$ cat src/wdt_pkg.sv
// Constants and types shared by the watchdog timer subsystem.
package wdt_pkg;

    // Special function register addresses.
    localparam logic [7:0] ADDR_POWER_CONTROL_REG = 8'h87;
    localparam logic [7:0] ADDR_WDL = 8'hc1;
    localparam logic [7:0] ADDR_FEED1 = 8'hc2;
    localparam logic [7:0] ADDR_FEED2 = 8'hc3;
    localparam logic [7:0] ADDR_WATCHDOG_CONTROL = 8'hc4;

    // Feed sequence keys.
    localparam logic [7:0] FEED1_KEY = 8'ha5;
    localparam logic [7:0] FEED2_KEY = 8'h5a;

    // Control register field positions.
    localparam int BIT_MODE = 0;
    localparam int BIT_RUN = 1;
    localparam int BIT_DPD = 2;
    localparam int BIT_OSC_FAIL_RESET_EN = 3;
    localparam int BIT_LOW_VOLTAGE_RESET_EN = 4;
    localparam int TAP_LSB = 5;
    localparam int TAP_MSB = 7;

    // Power control register field positions.
    localparam int POWER_CONTROL_REG_IDLE = 0;
    localparam int POWER_CONTROL_REG_PD = 1;
    localparam int POWER_CONTROL_REG_TOF = 4;

    // Values after reset.
    localparam logic [7:0] WATCHDOG_CONTROL_RESET = 8'hfb;
    localparam logic [7:0] WDL_RESET = 8'h00;
    localparam logic [7:0] RDATA_RESET = 8'h00;
    localparam logic [7:0] COUNT_ONE = 8'h01;
    localparam logic [7:0] COUNT_ZERO = 8'h00;

    // Prescaler: divide by 2, then 13 stages, taps at stages 6 to 13.
    localparam int PRESC_DIV2_BITS = 1;
    localparam int PRESC_STAGES = 13;
    localparam int PRESC_FIRST_TAP = 6;
    localparam int PRESC_WIDTH = PRESC_DIV2_BITS + PRESC_STAGES;
    localparam int PRESC_BASE_BITS = PRESC_DIV2_BITS + PRESC_FIRST_TAP;
    localparam logic [PRESC_WIDTH-1:0] PRESC_ONE = 14'h0001;

    // Shortest time-out in oscillator periods: 2 times 64.
    localparam int TMIN_CYCLES = 2 * 64;

    typedef enum logic [0:0] {
        FEED_IDLE = 1'b0,
        FEED_ARMED = 1'b1
    } wdt_feed_e;

endpackage

$ cat src/wdt_presc_if.sv
// Link between the watchdog core and its prescaler.
interface wdt_presc_if;
    logic clear;
    logic [2:0] tap;
    logic tick;

    modport ctrl (output clear, output tap, input tick);
    modport presc (input clear, input tap, output tick);
endinterface

$ cat src/wdt_core.sv
// Watchdog timer subsystem: control registers, feed sequence and main down-counter.
//
// How it works
// - Mask values when ROM part and pin high.
// - Mask timer mode keeps register autoload and tap.
// - Run bit gates timer mode only, no feed.
// - External reset restores watchdog defaults and autoloads.
// - Valid feed reloads counter in timer mode too.
// - Underflow during reset still sets time-out flag.
// - Watchdog underflow autoloads, flags, resets the system.
// - Only software or power-on clears the flag.
// - Timer underflow autoloads and flags, no reset.
// - Mask mode bit reads back; run ignored.
// - Divide by 2, 13 stages, eight taps.
// - Counter decrements per tick, underflows from zero.
// - Any autoload value; autoload clears prescaler.
// - Time-out is 128 times 2^tap times (W+1).
// - Mask-coded control bits; run read-only in mask watchdog mode.
// - Control writes apply only on valid feed, run bit excepted.
// - Reset gives watchdog mode, no interrupt exists.
// - Control changes other than run take effect only through feed.
// - Bits 4 and 3 gate detector resets.
// - Tap, power-down disable, run, mode bit layout.
// - Time-out flag lives in power control register.
// - Feed writes must be back to back.
// - Good first key, bad second forces underflow.
module wdt_core (
    input wire logic clk_sys_i,
    input wire logic rst_n_i,
    input wire logic por_i,
    input wire logic rom_variant_i,
    input wire logic external_access_select_i,
    input wire logic [7:0] mask_control_i,
    input wire logic [7:0] mask_autoload_i,
    input wire logic [7:0] sfr_addr_i,
    input wire logic [7:0] sfr_wdata_i,
    input wire logic sfr_wr_i,
    input wire logic sfr_rd_i,
    input wire logic low_voltage_i,
    input wire logic osc_fail_i,
    input wire logic wake_i,
    output logic [7:0] sfr_rdata_o,
    output logic system_reset_o,
    output logic timeout_flag_o,
    output logic power_down_o,
    output logic idle_o
);

    // Register file.
    logic [7:0] user_ctrl_reg;
    logic [7:0] active_ctrl_reg;
    logic wd_run_enable_reg;
    logic [7:0] autoload_value_reg;
    logic timeout_flag_reg;
    logic power_down_reg;
    logic idle_reg;
    logic [7:0] rdata_reg;
    logic system_reset_reg;

    // Counter and feed sequencer.
    logic [7:0] count_reg;
    logic [7:0] count_next;
    wdt_pkg::wdt_feed_e feed_state_reg;
    wdt_pkg::wdt_feed_e feed_state_next;

    // Decoded accesses.
    logic wr_watchdog_control;
    logic wr_wdl;
    logic wr_feed1;
    logic wr_feed2;
    logic wr_power_control_reg;

    // Effective parameters after the mask or register choice.
    logic mask_sel;
    logic mask_wd_mode;
    logic wd_mode_select;
    logic [2:0] eff_tap;
    logic [7:0] eff_autoload;
    logic power_down_disable;
    logic low_voltage_reset_en;
    logic osc_fail_reset_en;
    logic run_ro;
    logic count_en;

    // Events.
    logic feed_ok;
    logic feed_bad;
    logic natural_uf;
    logic underflow;
    logic autoload;
    logic [7:0] watchdog_control_view;
    logic [7:0] rdata_next;

    wdt_presc_if presc_bus ();

    wdt_prescaler u_presc (
        .clk_sys_i(clk_sys_i),
        .rst_n_i(rst_n_i),
        .presc(presc_bus.presc)
    );

    assign wr_watchdog_control = sfr_wr_i && (sfr_addr_i == wdt_pkg::ADDR_WATCHDOG_CONTROL);
    assign wr_wdl = sfr_wr_i && (sfr_addr_i == wdt_pkg::ADDR_WDL);
    assign wr_feed1 = sfr_wr_i && (sfr_addr_i == wdt_pkg::ADDR_FEED1);
    assign wr_feed2 = sfr_wr_i && (sfr_addr_i == wdt_pkg::ADDR_FEED2);
    assign wr_power_control_reg = sfr_wr_i && (sfr_addr_i == wdt_pkg::ADDR_POWER_CONTROL_REG);

    // Mask values apply only on the ROM variant with the pin high.
    assign mask_sel = rom_variant_i && external_access_select_i;
    assign mask_wd_mode = mask_sel && mask_control_i[wdt_pkg::BIT_MODE];

    always_comb begin
        if (mask_sel) begin
            wd_mode_select = mask_control_i[wdt_pkg::BIT_MODE];
            power_down_disable = mask_control_i[wdt_pkg::BIT_DPD];
            low_voltage_reset_en = mask_control_i[wdt_pkg::BIT_LOW_VOLTAGE_RESET_EN];
            osc_fail_reset_en = mask_control_i[wdt_pkg::BIT_OSC_FAIL_RESET_EN];
        end else begin
            wd_mode_select = active_ctrl_reg[wdt_pkg::BIT_MODE];
            power_down_disable = active_ctrl_reg[wdt_pkg::BIT_DPD];
            low_voltage_reset_en = active_ctrl_reg[wdt_pkg::BIT_LOW_VOLTAGE_RESET_EN];
            osc_fail_reset_en = active_ctrl_reg[wdt_pkg::BIT_OSC_FAIL_RESET_EN];
        end
    end

    // In mask timer mode the tap and autoload still come from the registers.
    always_comb begin
        if (mask_wd_mode) begin
            eff_tap = mask_control_i[wdt_pkg::TAP_MSB:wdt_pkg::TAP_LSB];
            eff_autoload = mask_autoload_i;
        end else begin
            eff_tap = active_ctrl_reg[wdt_pkg::TAP_MSB:wdt_pkg::TAP_LSB];
            eff_autoload = autoload_value_reg;
        end
    end

    // Watchdog mode always counts, so a stray write cannot stop it.
    assign count_en = wd_mode_select || wd_run_enable_reg;
    assign run_ro = mask_wd_mode;

    // Feed decode: the second key must be the very next write after the first.
    always_comb begin
        feed_ok = (feed_state_reg == wdt_pkg::FEED_ARMED) && wr_feed2
            && (sfr_wdata_i == wdt_pkg::FEED2_KEY);
        feed_bad = (feed_state_reg == wdt_pkg::FEED_ARMED) && wr_feed2
            && (sfr_wdata_i != wdt_pkg::FEED2_KEY);
    end

    always_comb begin
        case (feed_state_reg)
            wdt_pkg::FEED_IDLE: begin
                if (wr_feed1 && (sfr_wdata_i == wdt_pkg::FEED1_KEY)) begin
                    feed_state_next = wdt_pkg::FEED_ARMED;
                end else begin
                    feed_state_next = wdt_pkg::FEED_IDLE;
                end
            end
            wdt_pkg::FEED_ARMED: begin
                if (wr_feed1 && (sfr_wdata_i == wdt_pkg::FEED1_KEY)) begin
                    feed_state_next = wdt_pkg::FEED_ARMED;
                end else if (sfr_wr_i) begin
                    feed_state_next = wdt_pkg::FEED_IDLE;
                end else begin
                    feed_state_next = wdt_pkg::FEED_ARMED;
                end
            end
            default: begin
                feed_state_next = wdt_pkg::FEED_IDLE;
            end
        endcase
    end

    always_ff @(posedge clk_sys_i) begin
        if (!rst_n_i) begin
            feed_state_reg <= wdt_pkg::FEED_IDLE;
        end else begin
            feed_state_reg <= feed_state_next;
        end
    end

    // Underflow comes from a tick at zero or from a broken feed.
    assign natural_uf = presc_bus.tick && count_en && (count_reg == wdt_pkg::COUNT_ZERO);
    assign underflow = natural_uf || feed_bad;
    assign autoload = underflow || feed_ok;

    // Every autoload restarts the prescaler, which makes an autoload of zero a full period.
    assign presc_bus.clear = autoload;
    assign presc_bus.tap = eff_tap;

    always_comb begin
        if (autoload) begin
            count_next = eff_autoload;
        end else if (presc_bus.tick && count_en) begin
            count_next = count_reg - wdt_pkg::COUNT_ONE;
        end else begin
            count_next = count_reg;
        end
    end

    always_ff @(posedge clk_sys_i) begin
        if (!rst_n_i) begin
            if (mask_wd_mode) begin
                count_reg <= mask_autoload_i;
            end else begin
                count_reg <= wdt_pkg::WDL_RESET;
            end
        end else begin
            count_reg <= count_next;
        end
    end

    // Writes land in the user copy; the active copy follows only a valid feed.
    always_ff @(posedge clk_sys_i) begin
        if (!rst_n_i) begin
            user_ctrl_reg <= wdt_pkg::WATCHDOG_CONTROL_RESET;
        end else if (wr_watchdog_control) begin
            user_ctrl_reg <= sfr_wdata_i;
        end
    end

    always_ff @(posedge clk_sys_i) begin
        if (!rst_n_i) begin
            active_ctrl_reg <= wdt_pkg::WATCHDOG_CONTROL_RESET;
        end else if (feed_ok) begin
            active_ctrl_reg <= user_ctrl_reg;
        end
    end

    // Underflow leaves run, mode, tap and autoload value untouched.
    always_ff @(posedge clk_sys_i) begin
        if (!rst_n_i) begin
            wd_run_enable_reg <= 1'b1;
        end else if (wr_watchdog_control && !run_ro) begin
            wd_run_enable_reg <= sfr_wdata_i[wdt_pkg::BIT_RUN];
        end
    end

    always_ff @(posedge clk_sys_i) begin
        if (!rst_n_i) begin
            autoload_value_reg <= wdt_pkg::WDL_RESET;
        end else if (wr_wdl) begin
            autoload_value_reg <= sfr_wdata_i;
        end
    end

    // The flag has no reset term; of the resets only power-on clears it so it starts defined.
    always_ff @(posedge clk_sys_i) begin
        if (underflow) begin
            timeout_flag_reg <= 1'b1;
        end else if (por_i) begin
            timeout_flag_reg <= 1'b0;
        end else if (rst_n_i && wr_power_control_reg) begin
            timeout_flag_reg <= sfr_wdata_i[wdt_pkg::POWER_CONTROL_REG_TOF];
        end
    end

    // Power-down is refused while power-down disable is active.
    always_ff @(posedge clk_sys_i) begin
        if (!rst_n_i) begin
            power_down_reg <= 1'b0;
            idle_reg <= 1'b0;
        end else if (wr_power_control_reg) begin
            power_down_reg <= sfr_wdata_i[wdt_pkg::POWER_CONTROL_REG_PD] && !power_down_disable;
            idle_reg <= sfr_wdata_i[wdt_pkg::POWER_CONTROL_REG_IDLE];
        end else if (wake_i) begin
            power_down_reg <= 1'b0;
            idle_reg <= 1'b0;
        end
    end

    // Watchdog mode underflow and the enabled detector resets reach the system; timer underflow does not, and there is no interrupt path.
    always_ff @(posedge clk_sys_i) begin
        if (!rst_n_i) begin
            system_reset_reg <= 1'b0;
        end else begin
            system_reset_reg <= (underflow && wd_mode_select)
                || (low_voltage_i && low_voltage_reset_en)
                || (osc_fail_i && osc_fail_reset_en);
        end
    end

    // Control readback: mask-coded bits show through per bit when selected.
    for (genvar b = 0; b < 8; b++) begin : g_view
        if (b == wdt_pkg::BIT_RUN) begin : g_run
            assign watchdog_control_view[b] = wd_run_enable_reg;
        end else begin : g_ctl
            assign watchdog_control_view[b] = mask_sel ? mask_control_i[b] : user_ctrl_reg[b];
        end
    end

    always_comb begin
        case (sfr_addr_i)
            wdt_pkg::ADDR_WATCHDOG_CONTROL: begin
                rdata_next = watchdog_control_view;
            end
            wdt_pkg::ADDR_WDL: begin
                rdata_next = autoload_value_reg;
            end
            wdt_pkg::ADDR_POWER_CONTROL_REG: begin
                rdata_next = wdt_pkg::RDATA_RESET;
                rdata_next[wdt_pkg::POWER_CONTROL_REG_TOF] = timeout_flag_reg;
                rdata_next[wdt_pkg::POWER_CONTROL_REG_PD] = power_down_reg;
                rdata_next[wdt_pkg::POWER_CONTROL_REG_IDLE] = idle_reg;
            end
            default: begin
                rdata_next = wdt_pkg::RDATA_RESET;
            end
        endcase
    end

    always_ff @(posedge clk_sys_i) begin
        if (!rst_n_i) begin
            rdata_reg <= wdt_pkg::RDATA_RESET;
        end else if (sfr_rd_i) begin
            rdata_reg <= rdata_next;
        end else begin
            rdata_reg <= wdt_pkg::RDATA_RESET;
        end
    end

    assign sfr_rdata_o = rdata_reg;
    assign system_reset_o = system_reset_reg;
    assign timeout_flag_o = timeout_flag_reg;
    assign power_down_o = power_down_reg;
    assign idle_o = idle_reg;

endmodule // wdt_core

$ cat src/wdt_prescaler.sv
// Watchdog prescaler with selectable overflow tap.
module wdt_prescaler (
    input wire logic clk_sys_i,
    input wire logic rst_n_i,
    wdt_presc_if.presc presc
);

    logic [wdt_pkg::PRESC_WIDTH-1:0] stage_reg;
    logic tick_reg;
    logic [wdt_pkg::PRESC_WIDTH-1:0] tap_mask;

    // The low bit is the divide by 2; the selected tap overflows when all bits below it are set.
    always_comb begin
        tap_mask = ~({wdt_pkg::PRESC_WIDTH{1'b1}} << (wdt_pkg::PRESC_BASE_BITS + int'(presc.tap)));
    end

    always_ff @(posedge clk_sys_i) begin
        if (!rst_n_i || presc.clear) begin
            stage_reg <= '0;
        end else begin
            stage_reg <= stage_reg + wdt_pkg::PRESC_ONE;
        end
    end

    always_ff @(posedge clk_sys_i) begin
        if (!rst_n_i || presc.clear) begin
            tick_reg <= 1'b0;
        end else begin
            tick_reg <= ((stage_reg & tap_mask) == tap_mask);
        end
    end

    assign presc.tick = tick_reg;

endmodule // wdt_prescaler
$ cat config.mk
export PLATFORM = sky130hd
export DESIGN_NAME = wdt_core
export DESIGN_NICKNAME = d
export VERILOG_FILES = /design/src/wdt_pkg.sv /design/src/wdt_presc_if.sv /design/src/wdt_core.sv /design/src/wdt_prescaler.sv
export SDC_FILE = /design/constraint.sdc
export NUM_CORES = 1
export LEC_CHECK = 0
export BUFFER_PORTS_ARGS = -buffer_cell sky130_fd_sc_hd__buf_4
export CORE_ASPECT_RATIO = 1.4
export CORE_MARGIN = 8
export CORE_UTILIZATION = 50
export CTS_BUF_LIST = sky130_fd_sc_hd__clkbuf_8
export DETAILED_ROUTE_END_ITERATION = 8
export MAX_ROUTING_LAYER = met4
export PLACE_DENSITY = 0.85
export SYNTH_ARGS = -nofsm -noshare
export SYNTH_HDL_FRONTEND = slang
export SYNTH_SLANG_ARGS = --single-unit
export TNS_END_PERCENT = 100
$ cat constraint.sdc
create_clock -name clk_sys_i -period 2.5 [get_ports clk_sys_i]
set_input_delay 0.25 -clock clk_sys_i [delete_from_list [all_inputs] [get_ports clk_sys_i]]
set_output_delay 0.25 -clock clk_sys_i [all_outputs]
set_load 0.02 [all_outputs]
==> flow_summary.toml, run 1 <==
[run_status]
status = "finished, final reports clean"

[timing]
skew_ps = 7.904
slew_violations = 0
period_share = 0.9711
timing.slew.headroom = 0.6501
final-setup-viol-count = 0
period_minus_slack_ps = 2428
rsz0062_at_grt = "false"
tns_ps = 0
hold-worst-slack_ps = 90.40
max_freq_ghz = 0.4119
finalHoldViolCount = 0
tightest_slew_ps = 517.5

[worst_setup_path]
reg2reg_depth = 6
critPathCaptureType = "flip-flop"
rrSetupSlack_ps = 70
crit_slowest_cell = "or4_4"
critPathBufInv = 1
start_kind = "flip-flop"
worstPathArrival_ps = 2520
reg2reg_from = "count_reg[5]"
path_class = "flip-flop to flip-flop"
worst-path-max-fanout = 7
crit_chain = "or4_4 > or4b_4 > o21ai_4 > buf_12 > mux2i_1 > a22o_1"
setup.worst_path.end = "count_reg[6]"
cp_top_family = "simple AND/OR/NAND/NOR gates"
worst_ep_required_time_ps = 2600
startpoint = "count_reg[5]"
timing.rr.end = "count_reg[6]"
worst-path-stages = 6
cpPeakStageDelay_ps = 540

[global_routing]
antenna_found_initial = 0
use_met1 = 0.2063
grt_pass1_vias = 2713
busiest_layer = "met2"
grtUsageMet2 = 0.3324
grt_max_degree = 40
track_usage = 0.1970
met3_usage = 0.05444
overflow = 0
grt_pass1_wl_um = 13030

[synth]
synth_area_leaders = "dfxtp_1 (35%), edfxtp_1 (8.1%), mux2i_1 (5.1%), nand2_1 (4.7%), nand3_1 (4.4%)"
synth_compound_area_frac = 0.1585
synth_edf_count = 8
ys_ff_latch = 59
ys_seq_area_frac = 0.4273
synth.area.mux_share = 0.06613
synthCells = 331
yosysWarnings = 0
synth_top_family_by_area = "simple AND/OR/NAND/NOR gates"
synth_flop_cell = "dfxtp_1"
synth_top_area_frac = 0.3459
yosysMostFrequentCell = "dfxtp_1"
synth_nets = 376
synth_xor_area_frac = 0.05045
yosys-top-cells-count = "dfxtp_1 (51), nand2_1 (37), nor2_1 (33), nand3_1 (26)"
syn_area_um2 = 2952
avgSynthCellArea_um2 = 8.917
yosys.area_share.simple = 0.2476
synth_cell_type_count = 50
synth_fa_ha_area_frac = 0.01950
async_flop_share = 0
yosys.area.top_type = "dfxtp_1"

[cts]
cts_buffer_depth = 2
cts.hold.buffers_added = 0
htreeDepth = 3
cts.sinks = 59
clk_pin_slew_ps = 70
insertion_delay_ps = 340
clockRootBuffer = "clkbuf_8"
post_cts_resize_count = 0
cts_tree = "done"
numCtsBuffers = 9

[drt]
drt-initial-drc-count = 355
vias = 2675
first_pass_iters = 5
viasPerCell = 5.753
avgRoutedWirePerCell_um = 16.44
drc = 0
wl_um = 7645
ant_nets = 0

[finish]
fin_cells = 465
nets = 435
antenna_cells = 0
largest_reg_flops = 14
syn2layout_area_growth_pct = 22.89
drive_gt1_frac = 0.2203

[floorplan]
fp.dieH_um = 106.9
core_um2 = 5781
initial_utilization = 0.5106
num_rows = 33
die_area_um2 = 8653
die_x_um = 80.94
ios = 54

[power]
p_clk_frac = 0.387
p_sw_frac = 0.2495
power.leakage_nw = 1.375
comb_power_share = 0.102
switching_power_uw = 485.9
power_frac_seq = 0.511
ir_worst_vdd_uv = 323.8
power_density_nw_per_um2 = 536.9
intPower_mw = 1.462

[worst_hold_path]
hold_path_class = "input pin to flip-flop"

[job]
drv_cap = 0

[place]
port_buffers = 52
placed_cells = 448
dpl.hpwl_um = 5844
place_congestion = 0.8741
[per-layer routing]
| layer | vias to the layer above | wire [um] |
|---|---|---|
| met4 | 0 | 198 |
| li1 | 1310 | - |
| met5 | - | 0 |
| met3 | 19 | 476 |
| met1 | 1248 | 2885 |
| met2 | 98 | 4083 |
[through the flow]
| stage | power (mW) | area, um^2 | utilization | setup WS (ps) |
|---|---|---|---|---|
| 2_1_floorplan | 1.117 | 2952 | - | 146.7 |
| 4_1_cts | 1.959 | 3607 | 0.6240 | 36.39 |
| 3_5_place_dp | 1.214 | 3437 | 0.5946 | 38.30 |
| 3_3_place_gp | 1.208 | 3437 | 0.5946 | 92.58 |
| 6_report | 1.948 | 3627 | 0.6275 | 72.18 |
| 5_1_grt | 2.028 | 3627 | 0.6275 | 12.82 |
[repair_timing]
action,in CTS,in global routing
setup buffers,0,1
endpoints found under the setup margin,0,2
hold endpoints to repair,0,0
[how the worst min path moves through the flow]
| stage | startpoint | endpoint | slack (ps) | depth (start not counted) |
|---|---|---|---|---|
| after detailed placement | por_i | timeout_flag_o | 440 | 2 |
| after CTS | por_i | timeout_flag_o | 80 | 2 |
| after global placement | por_i | timeout_flag_o | 440 | 2 |
| after floorplan | por_i | timeout_flag_o | 350 | 1 |
| final | por_i | timeout_flag_o | 90 | 2 |
| after global routing | por_i | timeout_flag_o | 90 | 2 |
[worst reg2reg max path, stage by stage (launching register included)]
cell and delay, ps:
edfxtp_1 420, or4_4 540, or4b_4 540, o21ai_4 210, buf_12 150, mux2i_1 70
a22o_1 240
[cell usage in the layout (no fill, tap or decap), drive strengths merged, types with 3 or more instances in the layout]
cell type / instances
buf: 62
dfxtp: 51
nand2: 37
nor2: 33
nand3: 26
o21ai: 16
mux2i: 15
a21boi: 11
inv: 11
clkbuf: 10
xnor2: 9
a21oi: 9
a22o: 8
nor3: 8
xor2: 8
edfxtp: 8
nand4: 6
a22oi: 5
nor2b: 5
and3: 4
or3: 4
mux2: 4
a222oi: 4
a21o: 4
nor4: 4
nor4bb: 3
ha: 3
clkinv: 3
[layout make-up]
cell class                      count  area (um^2)
Fill cell                         498         2153
Multi-Input combinational cell    250         1600
Sequential cell                    59         1261
Timing Repair Buffer               62        478.0
Clock buffer                       10        137.6
Tap cell                           70        87.58
Clock inverter                      6        32.53
Inverter                            8        30.03
[kinds of logic after synthesis]
family          after synthesis
simple gates                144
compound gates               65
flops                        59
buf+inv                      22
mux                          19
xor+xnor                     17
fa+ha+maj                     5
[power groups by stage]
stage | combinational (mW) | sequential (mW) | clock (mW)
3_3_place_gp | 0.193 | 1.01 | 0
5_1_grt | 0.220 | 0.997 | 0.811
4_1_cts | 0.199 | 0.995 | 0.765
3_5_place_dp | 0.197 | 1.02 | 0
6_report | 0.200 | 0.995 | 0.753
2_1_floorplan | 0.102 | 1.02 | 0
(Power assumes the default switching activity.)
==> run 2, diff against run 1 <==
--- a/config.mk
+++ b/config.mk
@@ -5,14 +5,16 @@
 export SDC_FILE = /design/constraint.sdc
 export NUM_CORES = 1
 export LEC_CHECK = 0
+export ABC_AREA = 1
 export BUFFER_PORTS_ARGS = -buffer_cell sky130_fd_sc_hd__buf_4
 export CORE_ASPECT_RATIO = 1.4
 export CORE_MARGIN = 8
 export CORE_UTILIZATION = 50
-export CTS_BUF_LIST = sky130_fd_sc_hd__clkbuf_8
+export CTS_BUF_LIST = sky130_fd_sc_hd__clkbuf_4 sky130_fd_sc_hd__clkbuf_8 sky130_fd_sc_hd__clkbuf_16
+export CTS_CLUSTER_SIZE = 8
 export DETAILED_ROUTE_END_ITERATION = 8
 export MAX_ROUTING_LAYER = met4
-export PLACE_DENSITY = 0.85
+export PLACE_DENSITY = 0.84
 export SYNTH_ARGS = -nofsm -noshare
 export SYNTH_HDL_FRONTEND = slang
 export SYNTH_SLANG_ARGS = --single-unit
==> run 2 against run 1 <==
  * Flip-flop and latch count is the same
  * Fmax grew 22%
  * Routed wire length grew 7.3%
  * Critical path depth grew 1
==> flow_summary.toml, run 2 <==
[cts]
clk_pin_slew_ps = 70
cts_setup_buffers = 0
cts.hold.buffers_added = 0
htreeDepth = 3
clockRootBuffer = "clkbuf_8"
insertion_delay_ps = 350
cts.sinks = 59
cts_buffer_depth = 2
post_cts_resize_count = 0
cts_tree = "done"
numCtsBuffers = 9

[synth]
ys_seq_area_frac = 0.4014
yosysWarnings = 0
synth_edf_count = 8
synth_cell_type_count = 35
yosysMostFrequentCell = "nand2_1"
synth_flop_cell = "dfxtp_1"
yosys.area_share.simple = 0.3313
synth_xor_area_frac = 0.01951
yosys.area.top_type = "dfxtp_1"
synth_nets = 486
async_flop_share = 0
synthCells = 441
synth_compound_area_frac = 0.1426
avgSynthCellArea_um2 = 7.124
synth_top_area_frac = 0.3250
synth_top_family_by_area = "simple AND/OR/NAND/NOR gates"
synth_area_leaders = "dfxtp_1 (32%), nand2_1 (14%), edfxtp_1 (7.6%), inv_1 (7.0%), a21oi_1 (5.4%)"
synth_fa_ha_area_frac = 0.01195
synth.area.mux_share = 0
ys_ff_latch = 59
syn_area_um2 = 3142
yosys-top-cells-count = "nand2_1 (119), inv_1 (59), dfxtp_1 (51), a21oi_1 (34)"

[finish]
nets = 542
fin_cells = 574
drive_gt1_frac = 0.1912
final_util = 0.6164
syn2layout_area_growth_pct = 21.03
largest_reg_flops = 14
layout_commonest_cell = "nand2_1"
multiInputGateArea_um2 = 1588
n_fill_cell = 548
antenna_cells = 0
final-seq-area_um2 = 1261
layout_common_cells = "nand2_1 (119), inv_1 (59), buf_4 (54)"

[drt]
drc = 0
ant_nets = 0
first_pass_iters = 6
wl_um = 8200
viasPerCell = 5.420
drt-initial-drc-count = 225
vias = 3111
avgRoutedWirePerCell_um = 14.29

[global_routing]
antenna_found_initial = 0
grt_pass1_wl_um = 13190
overflow = 0
grt_max_degree = 34
grt_pass1_vias = 3026
track_usage = 0.1802

[place]
dp_slack_ps = 527.0
place_congestion = 0.9607
dpl.hpwl_um = 6207
placed_cells = 558
port_buffers = 52

[worst_setup_path]
start_kind = "flip-flop"
reg2reg_depth = 7
cpPeakStageDelay_ps = 430
crit_slowest_cell = "edfxtp_1"
path_class = "flip-flop to flip-flop"
worst_ep_required_time_ps = 2510
worstPathArrival_ps = 2010
rrSetupSlack_ps = 500
critPathCaptureType = "flip-flop"
worst-path-max-fanout = 12
crit_chain = "nor2_1 > nand2_1 > nor2_1 > nand3_4 > nand2_4 > nor2_4 > nand2_1"

[power]
power_density_nw_per_um2 = 575.5
power.leakage_nw = 1.740
ir_worst_vdd_uv = 340.6

[timing]
finalHoldViolCount = 0
period_minus_slack_ps = 1996
final-setup-viol-count = 0
fin_ws_ps = 503.9
tns_ps = 0
tightest_slew_ps = 499.1
period_share = 0.7985
hold-worst-slack_ps = 158.7
skew_ps = 8.769
slew_violations = 0
max_freq_ghz = 0.5010
rsz0062_at_grt = "false"
timing.slew.headroom = 0.6669

[worst_hold_path]
hold_path_depth = 3
hold_path_class = "input pin to flip-flop"

[floorplan]
fp.dieH_um = 109.8
initial_utilization = 0.5093
ios = 54
die_x_um = 83.00
core_um2 = 6168
num_rows = 34
die_area_um2 = 9112

[run_status]
status = "finished, final reports clean"

[job]
drv_cap = 0
-- run 2: path summary, 6_finish.rpt --
kind | from | endpoint
max | count_reg[2] | count_reg[3]
min | sfr_wdata_i[0] | user_ctrl_reg[0]
max reg2reg | count_reg[2] | count_reg[3]
min reg2reg | u_presc.stage_reg[0] | u_presc.stage_reg[0]
-- run 2: metal layers --
metal | part of all wire | GRT usage | up-vias
li1 | - | - | 1553
met1 | 0.39 | 0.1683 | 1428
met2 | 0.54 | 0.3365 | 110
met3 | 0.045 | 0.04151 | 20
met4 | 0.027 | 0.09698 | 0
met5 | 0 | - | -
-- run 2: critical path: cells and delay by family, from the launching register on --
family | cells | cell delay [ps]
DFF | 1 | 430
and+or+nand+nor | 7 | 1220
-- run 2: metrics by stage --
stage | instance area, um^2 | power [mW]
2_1_floorplan | 3142 | 1.129
3_3_place_gp | 3577 | 1.215
3_5_place_dp | 3577 | 1.223
4_1_cts | 3802 | 2.188
5_1_grt | 3802 | 2.271
6_report | 3802 | 2.188
-- run 2: final cells by class --
type	instances	area share
clock inverter	6	0.02303
multi-input combinational	311	0.4176
inverter	62	0.06120
tap	72	0.02369
clock buffer	10	0.03620
sequential	59	0.3317
timing repair buffer	54	0.1066
-- run 2: kinds of logic (layout without fill, tap and decap cells) --
group                    after synthesis  after routing
AO/OA/AOI/OAI                         80             80
XOR/XNOR                               7              7
adder cells (fa/ha/maj)                3              3
buffers and inverters                 71            132
flip-flops                            59             59
AND/OR/NAND/NOR                      221            221
-- run 2: power by group --
group          internal, mW  switching, mW  leakage (nW)  total (mW)
logic                0.0885          0.125          1.13       0.213
clock network         0.588          0.396         0.113       0.984
registers             0.980         0.0106         0.493       0.991
total                  1.66          0.532          1.74        2.19
==> run 3, diff against run 2 <==
==> constraint.sdc (replaced) <==
create_clock -name clk_sys_i -period 1.65 [get_ports clk_sys_i]
set_input_delay 0.165 -clock clk_sys_i [delete_from_list [all_inputs] [get_ports clk_sys_i]]
set_output_delay 0.165 -clock clk_sys_i [all_outputs]
set_load 0.02 [all_outputs]
==> run 3 against run 2 <==
  * The flow now finishes with violations (setup timing)
  * Clock skew decreased by 2.7 ps
  * Non-clock buffer count rose by 23
  * Total power rose by 39%
  * Via count up 5.0%
  * Die area unchanged
  * Highest routed layer unchanged
==> flow_summary.toml, run 3 (synthesized netlist as in run 2, its figures left out) <==
[timing]
period_share = 1.022
slew_violations = 0
finalHoldViolCount = 0
rsz0062_at_grt = "true"
tightest_slew_ps = 377.5
period_minus_slack_ps = 1686
fin_ws_ps = -36.17
final-setup-viol-count = 11
max_freq_ghz = 0.5931
skew_ps = 6.105
hold-worst-slack_ps = 50.55
timing.slew.headroom = 0.7474

[cts]
insertion_delay_ps = 340
cts_tree = "done"
cts_buffer_depth = 2
clockRootBuffer = "clkbuf_8"
htreeDepth = 3
clk_pin_slew_ps = 70
cts.hold.buffers_added = 0
numCtsBuffers = 9
cts.sinks = 59

[worst_hold_path]
hold_path_class = "input pin to flip-flop"

[job]
drv_cap = 0

[finish]
multiInputGateArea_um2 = 1684
nets = 566
layout_commonest_cell = "nand2_1"
largest_reg_flops = 14
drive_gt1_frac = 0.2643
antenna_cells = 0
n_fill_cell = 500
fin_cells = 598
final-seq-area_um2 = 1262
syn2layout_area_growth_pct = 28.83
layout_common_cells = "nand2_1 (117), buf_4 (73), inv_1 (56)"

[global_routing]
overflow = 0
track_usage = 0.1942
antenna_found_initial = 0
grt_pass1_vias = 3226
grt_max_degree = 34
grt_pass1_wl_um = 14190

[power]
power.total_mw = 3.051
ir_worst_vdd_uv = 439.0
power_density_nw_per_um2 = 753.7
power.leakage_nw = 1.856

[run_status]
violations = "setup timing"
status = "complete, but fails checks"

[drt]
first_pass_iters = 7
wl_um = 8655
ant_nets = 0
avgRoutedWirePerCell_um = 14.47
vias = 3265
drc = 0
drt-initial-drc-count = 218
viasPerCell = 5.460

[worst_setup_path]
worst-path-max-fanout = 5
start_kind = "flip-flop"
worstPathArrival_ps = 1790
critPathCaptureType = "flip-flop"
path_class = "flip-flop to flip-flop"
worst_ep_required_time_ps = 1750

[floorplan]
fp.dieH_um = 109.8
die_x_um = 83.00
initial_utilization = 0.5093
core_um2 = 6168
die_area_um2 = 9112
ios = 54
num_rows = 34

[place]
dp_slack_ps = -91.50
placed_cells = 575
port_buffers = 52
place_congestion = 0.9448
dpl.hpwl_um = 6358
==> run 3: cell count changes in the layout (fill, tap and decap cells not counted), sizes merged <==
cell / change
buf: +23
clkinvlp: +1
bufinv: -2
clkinv: +2
nand2: +1
inv: -1
==> run 3: area by class of cell <==
| class | instances | share of cell area |
|---|---|---|
| flip-flops and latches | 59 | 0.3119 |
| inverters | 62 | 0.05811 |
| repair buffers | 77 | 0.1487 |
| clock inverters | 6 | 0.01051 |
| well taps | 72 | 0.02226 |
| multi-input cells | 312 | 0.4161 |
| clock buffers | 10 | 0.03246 |
==> run 3: path summary, 6_finish.rpt <==
path / startpoint / end / slack [ps] / cells past startpoint
hold reg to reg: u_presc.stage_reg[0] / u_presc.stage_reg[0] / 420 / 1
hold / removal: sfr_wdata_i[7] / user_ctrl_reg[7] / 50 / 3
setup reg to reg: count_reg[1] / count_reg[1] / -40 / 10
setup / recovery: count_reg[1] / count_reg[1] / -40 / 10
==> run 3: repair_timing <==
action / 4_1_cts / 5_1_grt
setup buffers: 4 / 3
resized for setup: 8 / 23
gates cloned: 1 / 0
setup endpoints to repair: 15 / 23
pin swaps: 4 / 9
hold endpoints to repair: 0 / 0
==> run 3: critical path, stage by stage, from the launching register on <==
cell and delay (ps):
edfxtp_1 420, inv_2 100, ha_4 140, nand3_4 80, nor2_4 140, nand3_4 150, nand2_8 130, buf_4 120
o21ai_2 40, nand3_1 70, nand2_1 50
==> run 3: layer usage <==
metal / wire [um] / track usage
met1: 3243 / 0.1861
met2: 4615 / 0.3554
met3: 433 / 0.03484
met4: 362 / 0.1234
met5: 0 / -
==> run 3: through the flow <==
stage | setup TNS (ps) | cell area [um^2] | util
3_3_place_gp | -182.8 | 3720 | 0.6030
4_1_cts | -13.93 | 3966 | 0.6430
6_report | -292.9 | 4048 | 0.6562
3_5_place_dp | -860.1 | 3720 | 0.6030
2_1_floorplan | 0 | 3144 | -
5_1_grt | -1827 | 4048 | 0.6562
==> run 3: power by group <==
group	internal, mW	leakage, nW	total [mW]	switching (mW)
Combinational	0.175	1.28	0.391	0.216
Clock	0.560	0.0857	1.16	0.600
Sequential	1.49	0.494	1.50	0.0147
Total	2.22	1.86	3.05	0.831
